## config.mk

```make
export PLATFORM = sky130hd
export DESIGN_NAME = mfc_top
export DESIGN_NICKNAME = d
export VERILOG_FILES = /design/src/hw/mfc_pkg.sv /design/src/hw/mfc_top.sv
export VERILOG_INCLUDE_DIRS = /design/src /design/src/hw
export SDC_FILE = /design/constraint.sdc
export NUM_CORES = 1
export LEC_CHECK = 0
export BUFFER_PORTS_ARGS = -buffer_cell sky130_fd_sc_hd__buf_2
export CAP_MARGIN = 25
export CORE_MARGIN = 2
export CORE_UTILIZATION = 60
export DETAILED_ROUTE_END_ITERATION = 8
export GPL_ROUTABILITY_DRIVEN = 0
export PLACE_DENSITY = 0.86
export SYNTH_ARGS = -nofsm -noshare
export SYNTH_HDL_FRONTEND = slang
export SYNTH_SLANG_ARGS = --single-unit
```

## constraint.sdc

```tcl
create_clock -name CLK -period 14.4 [get_ports CLK]
set_clock_uncertainty 0.15 [all_clocks]
set_input_delay 0.72 -clock CLK [delete_from_list [all_inputs] [get_ports CLK]]
set_output_delay 0.72 -clock CLK [all_outputs]
set_load 0.02 [all_outputs]
```

## src/hw/mfc_regs.svh

```systemverilog
`ifndef MFC_REGS_SVH
`define MFC_REGS_SVH
// ----------------------------------------
// register offsets
// ----------------------------------------
`define MFC_A_CTRL 8'h00
`define MFC_A_STAT 8'h04
`define MFC_A_CADL 8'h08
`define MFC_A_CADH 8'h0c
`define MFC_A_CTYP 8'h10
`define MFC_A_HIGH 8'h14
`define MFC_A_LOW 8'h18
`define MFC_A_PTIM 8'h1c
`define MFC_A_REFR 8'h20
`define MFC_A_GAP 8'h24
`define MFC_A_AGAP 8'h28
`define MFC_A_RXC 8'h2c
`define MFC_A_TXC 8'h30
`define MFC_A_XONC 8'h34
`define MFC_A_XOFC 8'h38
// ----------------------------------------
// field positions and codes
// ----------------------------------------
`define MFC_B_RXEN 0
`define MFC_B_TXEN 1
`define MFC_B_FDUP 2
`define MFC_B_FVAL 3
`define MFC_F_SPD 5:4
`define MFC_B_RESUME_FRAME_ENABLE 31
`define MFC_B_DISC 0
`define MFC_B_PASS 1
`define MFC_B_SWP 0
`define MFC_SPD_10 2'h0
`define MFC_SPD_100 2'h1
`define MFC_PAUSE_OP 16'h0001
// ----------------------------------------
// timing, in ns, and derived counts
// ----------------------------------------
`define MFC_CLK_NS 50
`define MFC_SLOT_NS 512
`define MFC_SLOT_CYC ((`MFC_SLOT_NS + `MFC_CLK_NS - 1) / `MFC_CLK_NS)
`define MFC_PER10_NS 800
`define MFC_PER100_NS 80
`define MFC_PER1G_NS 8
`define MFC_MIN10_NS 9600
`define MFC_MIN100_NS 960
`define MFC_MIN1G_NS 96
`endif

```

## src/hw/mfc_pkg.sv

```systemverilog
`default_nettype none
package mfc_pkg;
	// header fields of a finished receive frame
	typedef struct packed {
		logic [47:0] dest;
		logic [15:0] ftype;
		logic [15:0] opcode;
		logic [15:0] ptime;
	} mfc_rxf_t;
	// pause transmit request state
	typedef enum logic {
		MFC_PT_IDLE = 1'b0,
		MFC_PT_SEND = 1'b1
	} mfc_ptx_t;
endpackage
`default_nettype wire

```

## src/hw/mfc_top.sv

```systemverilog
`include "mfc_regs.svh"
`default_nettype none
module mfc_top
	import mfc_pkg::*;
(
	input wire logic CLK,
	input wire logic RESET,
	input wire logic [7:0] ADDR,
	input wire logic [31:0] WDATA,
	input wire logic WR,
	input wire logic RD,
	output logic [31:0] RDATA,
	input wire logic [47:0] STATION_ADDR,
	input wire logic RX_DONE,
	input wire mfc_rxf_t RX_FRAME,
	input wire logic RX_ACTIVE,
	input wire logic [12:0] RX_LEVEL,
	input wire logic RX_OVERFLOW,
	input wire logic RX_DROP,
	input wire logic TX_DONE,
	input wire logic TX_RETRY,
	input wire logic TX_PEND,
	input wire logic PAUSE_SENT,
	input wire logic LINK_UP,
	input wire logic PHY_DUPLEX_INDICATION,
	output logic RX_DELIVER,
	output logic TX_ALLOW,
	output logic TX_PAUSED,
	output logic PAUSE_REQ,
	output logic [15:0] PAUSE_TIME,
	output logic DUPLEX_FULL
);
	// ----------------------------------------
	// register file
	// ----------------------------------------
	logic [5:0] ctrl;
	logic [31:0] cadl;
	logic [15:0] cadh;
	logic [15:0] ctyp;
	logic [12:0] high_water;
	logic [12:0] low_water;
	logic resume_frame_enable;
	logic [15:0] ptim;
	logic [15:0] refr;
	logic [9:0] gap_val;
	logic [15:0] adaptive_gap_delay;
	logic [1:0] rxc;
	logic sw_req;
	logic [15:0] xon_cnt;
	logic [15:0] xoff_cnt;
	wire wr_ctrl = WR && ADDR == `MFC_A_CTRL;
	wire wr_txc = WR && ADDR == `MFC_A_TXC;
	wire rx_en = ctrl[`MFC_B_RXEN];
	wire tx_en = ctrl[`MFC_B_TXEN];
	wire [1:0] spd = ctrl[`MFC_F_SPD];
	// plain configuration writes; software owns these words
	always_ff @(posedge CLK) begin
		if (RESET) begin
			ctrl <= 6'h00;
			cadl <= 32'h00000000;
			cadh <= 16'h0000;
			ctyp <= 16'h0000;
			high_water <= 13'h0000;
			low_water <= 13'h0000;
			resume_frame_enable <= 1'b0;
			ptim <= 16'h0000;
			refr <= 16'h0000;
			gap_val <= 10'h000;
			adaptive_gap_delay <= 16'h0000;
			rxc <= 2'h0;
		end else if (WR) begin
			case (ADDR)
				`MFC_A_CTRL: ctrl <= WDATA[5:0];
				`MFC_A_CADL: cadl <= WDATA;
				`MFC_A_CADH: cadh <= WDATA[15:0];
				`MFC_A_CTYP: ctyp <= WDATA[15:0];
				`MFC_A_HIGH: high_water <= WDATA[12:0];
				`MFC_A_LOW: begin
					low_water <= WDATA[12:0];
					resume_frame_enable <= WDATA[`MFC_B_RESUME_FRAME_ENABLE];
				end
				`MFC_A_PTIM: ptim <= WDATA[15:0];
				`MFC_A_REFR: refr <= WDATA[15:0];
				`MFC_A_GAP: gap_val <= WDATA[9:0];
				`MFC_A_AGAP: adaptive_gap_delay <= WDATA[15:0];
				`MFC_A_RXC: rxc <= WDATA[1:0];
				default: ;
			endcase
		end
	end
	// read mux; unmapped offsets read as zero
	logic [31:0] rd_mux;
	always_comb begin
		case (ADDR)
			`MFC_A_CTRL: rd_mux = {26'h0, ctrl};
			`MFC_A_STAT: rd_mux = {30'h0, DUPLEX_FULL, TX_PAUSED};
			`MFC_A_CADL: rd_mux = cadl;
			`MFC_A_CADH: rd_mux = {16'h0, cadh};
			`MFC_A_CTYP: rd_mux = {16'h0, ctyp};
			`MFC_A_HIGH: rd_mux = {19'h0, high_water};
			`MFC_A_LOW: rd_mux = {resume_frame_enable, 18'h0, low_water};
			`MFC_A_PTIM: rd_mux = {16'h0, ptim};
			`MFC_A_REFR: rd_mux = {16'h0, refr};
			`MFC_A_GAP: rd_mux = {22'h0, gap_val};
			`MFC_A_AGAP: rd_mux = {16'h0, adaptive_gap_delay};
			`MFC_A_RXC: rd_mux = {30'h0, rxc};
			`MFC_A_TXC: rd_mux = {31'h0, sw_req};
			`MFC_A_XONC: rd_mux = {16'h0, xon_cnt};
			`MFC_A_XOFC: rd_mux = {16'h0, xoff_cnt};
			default: rd_mux = 32'h0;
		endcase
	end
	// read data stands only in the cycle after the strobe
	always_ff @(posedge CLK) begin
		if (RESET)
			RDATA <= 32'h0;
		else
			RDATA <= RD ? rd_mux : 32'h0;
	end
	// ----------------------------------------
	// duplex resolution
	// ----------------------------------------
	logic link_q;
	wire link_rise = LINK_UP && !link_q;
	// sample duplex at link up unless forced
	always_ff @(posedge CLK) begin
		if (RESET) begin
			link_q <= 1'b0;
			DUPLEX_FULL <= 1'b0;
		end else begin
			link_q <= LINK_UP;
			if (ctrl[`MFC_B_FDUP])
				DUPLEX_FULL <= ctrl[`MFC_B_FVAL];
			else if (link_rise)
				DUPLEX_FULL <= PHY_DUPLEX_INDICATION;
		end
	end
	// ----------------------------------------
	// receive classification
	// ----------------------------------------
	// three-way match for a pause frame
	wire to_ctl = RX_FRAME.dest == {cadh, cadl};
	wire to_sta = RX_FRAME.dest == STATION_ADDR;
	wire ctl_frame = (to_ctl || to_sta) && RX_FRAME.ftype == ctyp;
	wire is_pause = ctl_frame && RX_FRAME.opcode == `MFC_PAUSE_OP;
	wire got_xoff = RX_DONE && rx_en && is_pause && RX_FRAME.ptime != 16'h0;
	wire got_xon = RX_DONE && rx_en && is_pause && RX_FRAME.ptime == 16'h0;
	wire del_pause = to_sta && !rxc[`MFC_B_DISC];
	// pass bit delivers non-pause control frames
	wire del_ctl = rxc[`MFC_B_PASS];
	wire deliver = is_pause ? del_pause : (ctl_frame ? del_ctl : 1'b1);
	always_ff @(posedge CLK) begin
		if (RESET)
			RX_DELIVER <= 1'b0;
		else
			RX_DELIVER <= RX_DONE && deliver;
	end
	// ----------------------------------------
	// slot tick and pause timer
	// ----------------------------------------
	logic [3:0] slot_cnt;
	wire slot_tick = slot_cnt == 4'(`MFC_SLOT_CYC - 1);
	always_ff @(posedge CLK) begin
		if (RESET)
			slot_cnt <= 4'h0;
		else
			slot_cnt <= slot_tick ? 4'h0 : slot_cnt + 4'h1;
	end
	logic [15:0] pause_tmr;
	// XOFF loads timer and sets paused flag
	// XON or expiry resumes; stats count XON and XOFF frames
	// timer steps down once per slot
	always_ff @(posedge CLK) begin
		if (RESET) begin
			pause_tmr <= 16'h0;
			TX_PAUSED <= 1'b0;
			xon_cnt <= 16'h0;
			xoff_cnt <= 16'h0;
		end else if (got_xoff) begin
			pause_tmr <= RX_FRAME.ptime;
			TX_PAUSED <= 1'b1;
			xoff_cnt <= xoff_cnt + 16'h1;
		end else if (got_xon) begin
			pause_tmr <= 16'h0;
			TX_PAUSED <= 1'b0;
			xon_cnt <= xon_cnt + 16'h1;
		end else if (TX_PAUSED && pause_tmr == 16'h0) begin
			TX_PAUSED <= 1'b0;
		end else if (TX_PAUSED && slot_tick) begin
			pause_tmr <= pause_tmr - 16'h1;
		end
	end
	// ----------------------------------------
	// inter-packet gap
	// ----------------------------------------
	logic [31:0] gap_ns;
	logic b2b;
	logic [31:0] per_ns;
	logic [31:0] min_ns;
	// one transmit clock period per speed
	always_comb begin
		case (spd)
			`MFC_SPD_10: begin
				per_ns = `MFC_PER10_NS;
				min_ns = `MFC_MIN10_NS;
			end
			`MFC_SPD_100: begin
				per_ns = `MFC_PER100_NS;
				min_ns = `MFC_MIN100_NS;
			end
			default: begin
				per_ns = `MFC_PER1G_NS;
				min_ns = `MFC_MIN1G_NS;
			end
		endcase
	end
	wire [31:0] adapt_ns = 32'(adaptive_gap_delay * per_ns);
	wire [31:0] prog_ns = 32'(gap_val * per_ns);
	// larger of the two on back-to-back sends, else the programmed gap; never their sum
	wire [31:0] gap_a = (b2b && adapt_ns > prog_ns) ? adapt_ns : prog_ns;
	wire [31:0] need_ns = gap_a > min_ns ? gap_a : min_ns;
	wire gap_met = gap_ns >= need_ns;
	// adaptive delay only for back-to-back sends
	always_ff @(posedge CLK) begin
		if (RESET)
			b2b <= 1'b0;
		else if (TX_DONE)
			b2b <= TX_PEND && !TX_RETRY;
		// nothing waiting means the next send is not back-to-back
		else if (RX_ACTIVE || TX_RETRY || !TX_PEND)
			b2b <= 1'b0;
	end
	// gap timer saturates so a long idle never wraps
	always_ff @(posedge CLK) begin
		if (RESET)
			gap_ns <= 32'hffffffff;
		else if (TX_DONE || RX_ACTIVE)
			gap_ns <= 32'h0;
		else if (gap_ns < 32'hffffffff - `MFC_CLK_NS)
			gap_ns <= gap_ns + `MFC_CLK_NS;
	end
	// pause only blocks a new start; a frame in flight finishes
	always_ff @(posedge CLK) begin
		if (RESET)
			TX_ALLOW <= 1'b0;
		else
			TX_ALLOW <= gap_met && !TX_PAUSED && !got_xoff;
	end
	// ----------------------------------------
	// pause frame generation
	// ----------------------------------------
	logic above;
	logic xoff_out;
	logic sent_any;
	logic [15:0] refr_cnt;
	mfc_ptx_t pt_state;
	mfc_ptx_t next_pt_state;
	wire hi_hit = RX_LEVEL >= high_water;
	wire lo_hit = RX_LEVEL <= low_water;
	wire trig_hi = hi_hit && !above;
	// refresh expiry while still above low
	wire trig_rf = above && !lo_hit && refr_cnt == refr;
	wire trig_lo = above && lo_hit && resume_frame_enable;
	// overflow once a pause is out
	wire trig_ov = RX_OVERFLOW && sent_any;
	// automatic frames gated by transmit enable
	wire auto_go = tx_en && (trig_hi || trig_rf || trig_lo || trig_ov || RX_DROP);
	wire auto_xon = trig_lo && !trig_hi;
	always_ff @(posedge CLK) begin
		if (RESET) begin
			above <= 1'b0;
			refr_cnt <= 16'h0;
			sent_any <= 1'b0;
		end else begin
			if (trig_hi || trig_rf)
				refr_cnt <= 16'h0;
			else if (above && slot_tick)
				refr_cnt <= refr_cnt + 16'h1;
			if (trig_hi)
				above <= 1'b1;
			else if (lo_hit)
				above <= 1'b0;
			if (PAUSE_SENT)
				sent_any <= 1'b1;
		end
	end
	// software request self clears; a new write wins
	always_ff @(posedge CLK) begin
		if (RESET)
			sw_req <= 1'b0;
		else if (wr_txc && WDATA[`MFC_B_SWP])
			sw_req <= 1'b1;
		else if (PAUSE_SENT && !xoff_out)
			sw_req <= 1'b0;
	end
	always_comb begin
		next_pt_state = pt_state;
		case (pt_state)
			MFC_PT_IDLE:
				if (auto_go || sw_req)
					next_pt_state = MFC_PT_SEND;
			MFC_PT_SEND:
				if (PAUSE_SENT)
					next_pt_state = MFC_PT_IDLE;
			default: next_pt_state = MFC_PT_IDLE;
		endcase
	end
	// xoff_out marks an automatic frame, else the software one
	always_ff @(posedge CLK) begin
		if (RESET) begin
			pt_state <= MFC_PT_IDLE;
			xoff_out <= 1'b0;
			PAUSE_TIME <= 16'h0;
		end else begin
			pt_state <= next_pt_state;
			if (pt_state == MFC_PT_IDLE && auto_go) begin
				xoff_out <= 1'b1;
				PAUSE_TIME <= auto_xon ? 16'h0 : ptim;
			end else if (pt_state == MFC_PT_IDLE && sw_req) begin
				xoff_out <= 1'b0;
				PAUSE_TIME <= ptim;
			end
		end
	end
	always_ff @(posedge CLK) begin
		if (RESET)
			PAUSE_REQ <= 1'b0;
		else
			PAUSE_REQ <= next_pt_state == MFC_PT_SEND && !PAUSE_SENT;
	end
endmodule
`default_nettype wire
```

==> impl_results.rst <==
.. list-table::
   :header-rows: 1

   * - Metric
     - Value
   * - Input/output buffers
     - 263
   * - Relative slew slack
     - 0.226
   * - Fraction of layout instances using a drive strength above 1
     - 0.125
   * - Syn Nets
     - 3,236
   * - Clock sinks
     - 317
   * - Clock latency reported for the late side of the worst-skew pair
     - 560 ps
   * - Ratio of final minimum period to clock period
     - 0.888
   * - Pin count of the biggest net entering global routing
     - 90
   * - Hold Path End
     - b2b
   * - Hold path cells
     - 2
   * - CTS root buf
     - clkbuf_16
   * - Sequential share of the synthesized area
     - 0.282
   * - Result of the run
     - finished clean
   * - P&R area growth vs syn
     - 12.4%
   * - Number of DRC markers after the initial detailed-route iteration
     - 2,904
   * - Total detailed-routing wirelength
     - 71,700 um
   * - Total setup violations reported at the end of the flow
     - 0
   * - Number of global-route vias before repair
     - 21.0k
   * - Critical setup path kind
     - flop to flop
   * - Area used by multi-input combinational logic
     - 14,900 um^2
   * - Post-route antenna net violation count
     - 0
   * - Die span in y
     - 198 um
   * - Setup tns final
     - 0 ps
   * - Inserted Clock Buffers
     - 35
   * - Cell occurring most often along the worst timing path
     - o21a_1
   * - Bufs and invs on worst path
     - 3
   * - Mapped cell area
     - 22,500 um^2
   * - Register clock-pin slew on the reported worst setup and hold paths
     - 60 ps
   * - Worst flop-to-flop path endpoint
     - TX_ALLOW
   * - Overall Global Routing Usage
     - 0.359
   * - Reg2reg setup slack
     - 1620 ps
   * - Number of standard cells in the layout, taps in and fillers out
     - 3,386
   * - Mean post-synth cell area
     - 8.32 um^2
   * - Count of maximum capacitance violations
     - 0
   * - Proportion of synthesized flip-flops having asynchronous set or reset
     - 0
   * - PD cells
     - 78.4 nW/um^2
   * - Maximum buffer depth of the clock tree
     - 3
   * - Hold Path Origin
     - TX_RETRY
   * - Count of cells along the worst register-to-register path
     - 45
   * - Required time worst endpoint
     - 14,700 ps
   * - Area used by sequential logic in the layout
     - 6350 um^2
   * - Wire length of the first global-routing pass
     - 111,000 um
   * - Antenna diode count
     - 0
   * - Peak fanout along the critical path
     - 18
   * - Number of storage elements in the synthesis netlist
     - 317
   * - Cell count after placement
     - 3,321
   * - Worst path slowest cell
     - nor2b_1
   * - Total count of hold-check failures in the final report
     - 0
   * - # IOs
     - 264
   * - Vias per inst
     - 6.36
   * - CP arrival
     - 13,080 ps
   * - CTS Hold Bufs
     - 0
   * - Maximum clock frequency
     - 78.2 MHz
   * - Type of element launching the critical path
     - flop
   * - Unrepaired setup endpoints after global routing
     - false
   * - Maximum vdd drop
     - 0.000106 V
   * - Number of gates resized after cts
     - 0
   * - Core outline area
     - 36,800 um^2
   * - FF-to-FF Start
     - ctrl[4]
   * - Path category of the worst min-delay check
     - input port to flop
   * - Routed via count
     - 21.5k
   * - Largest delay contributor family on the critical path
     - compound AO/OA/AOI/OAI gates
   * - Ys Warns
     - 0
   * - Count of flip-flops with a built-in enable after synthesis
     - 0
   * - Cell count after synthesis
     - 2,704
   * - Predominant post-synthesis flop cell
     - dfxtp_1
   * - Starting Density
     - 0.611
   * - Measured slew at the worst slew-check pin
     - 1160 ps
   * - Detailed placement HPWL
     - 54,400 um
   * - Minimum clock period
     - 12,780 ps
   * - First-pass detailed-route iteration total
     - 8
   * - Count of different cell masters after synthesis
     - 76
   * - Routed length per placed instance
     - 21.2 um
   * - Number of buffers added for setup after CTS
     - 0
   * - Initial antenna violation count
     - 3
   * - Overflow left after global routing
     - 0
   * - Final number of max-transition violations
     - 0
   * - Largest incremental delay on the critical path
     - 760 ps
   * - H-Tree Depth
     - 2
   * - Std cell rows
     - 70
   * - Die Span X
     - 198 um
   * - Clock tree from TritonCTS
     - yes
   * - Die area
     - 39,100 um^2
   * - Filler Cell Count
     - 2,843
   * - Static Leakage
     - 11.6 nW
   * - Crit end category
     - flop
   * - Final net count
     - 3,424
   * - DRC Markers
     - 0
==> report_power, final <==
part           internal (mW)  switching, mW
clock                  0.531          0.403
combinational         0.0574         0.0927
sequential             0.886         0.0121
total                   1.47          0.508
==> worst max path at each step <==
stage,depth (start not counted),end,startpoint,slack [ps]
global placement,43,TX_ALLOW,ctrl[4],2550
finish,45,TX_ALLOW,ctrl[4],1620
global route,43,TX_ALLOW,ctrl[4],1090
detailed placement,43,TX_ALLOW,ctrl[4],1940
CTS,43,TX_ALLOW,ctrl[4],1920
floorplan,47,TX_ALLOW,ctrl[5],3630
==> area by class of cell <==
cell class              count  area share
clock buffers              41      0.0371
clock inverters            22     0.00990
inverters                 186      0.0276
multi-input cells        2068       0.591
flip-flops and latches    317       0.251
well taps                 468      0.0232
repair buffers            284      0.0597
==> per-stage QoR <==
stage | util | cell area (um^2) | total power [mW] | hold slack, ps | setup WS (ps)
floorplan | - | 22500 | 0.990 | 286 | 3630
global placement | 0.653 | 24000 | 1.05 | 292 | 2550
detailed placement | 0.654 | 24100 | 1.06 | 299 | 1940
CTS | 0.686 | 25200 | 1.98 | 146 | 1920
global route | 0.687 | 25300 | 2.03 | 161 | 1090
finish | 0.687 | 25300 | 1.98 | 161 | 1620
==> flip-flops by register name, indices dropped and copies added (netlist names), 13 cells and up <==
signal,cells
xoff_cnt,16
ctyp,16
pause_tmr,16
high_water,13
low_water,13
refr,16
gap_ns,32
cadh,16
PAUSE_TIME,16
adaptive_gap_delay,16
refr_cnt,16
cadl,32
RDATA,32
ptim,16
xon_cnt,16
==> kinds of logic after synthesis <==
| family | synth area share |
|---|---|
| simple gates | 0.197 |
| compound gates | 0.155 |
| fa+ha+maj | 0.206 |
| buf+inv | 0.0544 |
| flops | 0.282 |
| xor+xnor | 0.0946 |
| mux | 0.0108 |
==> placed cells by master, fill, tap and decap left out, types with 25 or more instances in the layout <==
cell type and instances:
fa_1 81, nand3_1 68, xor2_1 186, nor2_1 147, o21ai_0 77, inv_1 186
a31oi_1 25, and3_1 38, dfxtp_1 317, nand4_1 40, a21oi_1 232, ha_1 240
xnor2_1 55, a222oi_1 34, clkbuf_16 35, nor4_1 48, nand2_1 411, and2_1 79
buf_2 262
==> routing by layer <==
layer / vias to the layer above / share of wire / GRT usage
met5: - / 0.00071 / 0
met4: 6 / 0.065 / 0.202
met3: 373 / 0.11 / 0.0744
met2: 1394 / 0.46 / 0.582
met1: 10000 / 0.37 / 0.446
li1: 9765 / - / -
==> Yosys cell counts (13+ instances only) <==
cell type	instances	area share
o41ai_1	17	0.0066
o21a_1	18	0.0060
dfxtp_1	317	0.28
a22oi_1	19	0.0063
a31oi_1	25	0.0070
xnor2_1	55	0.021
nor3_1	23	0.0051
and4_1	13	0.0051
a21oi_1	232	0.052
nand2_1	411	0.069
a222oi_1	34	0.015
o21ai_0	77	0.017
nand3_1	68	0.015
ha_1	240	0.13
mux2i_1	21	0.0093
nor4_1	48	0.013
nand4_1	40	0.011
a211oi_1	17	0.0057
xor2_1	186	0.072
and2_1	78	0.022
a21o_1	18	0.0060
nor2b_1	17	0.0047
and3_1	38	0.011
nor2_1	147	0.025
o211ai_1	13	0.0043
fa_1	81	0.072
inv_1	186	0.031
clkbuf_1	118	0.020
(Power assumes the default switching activity.)
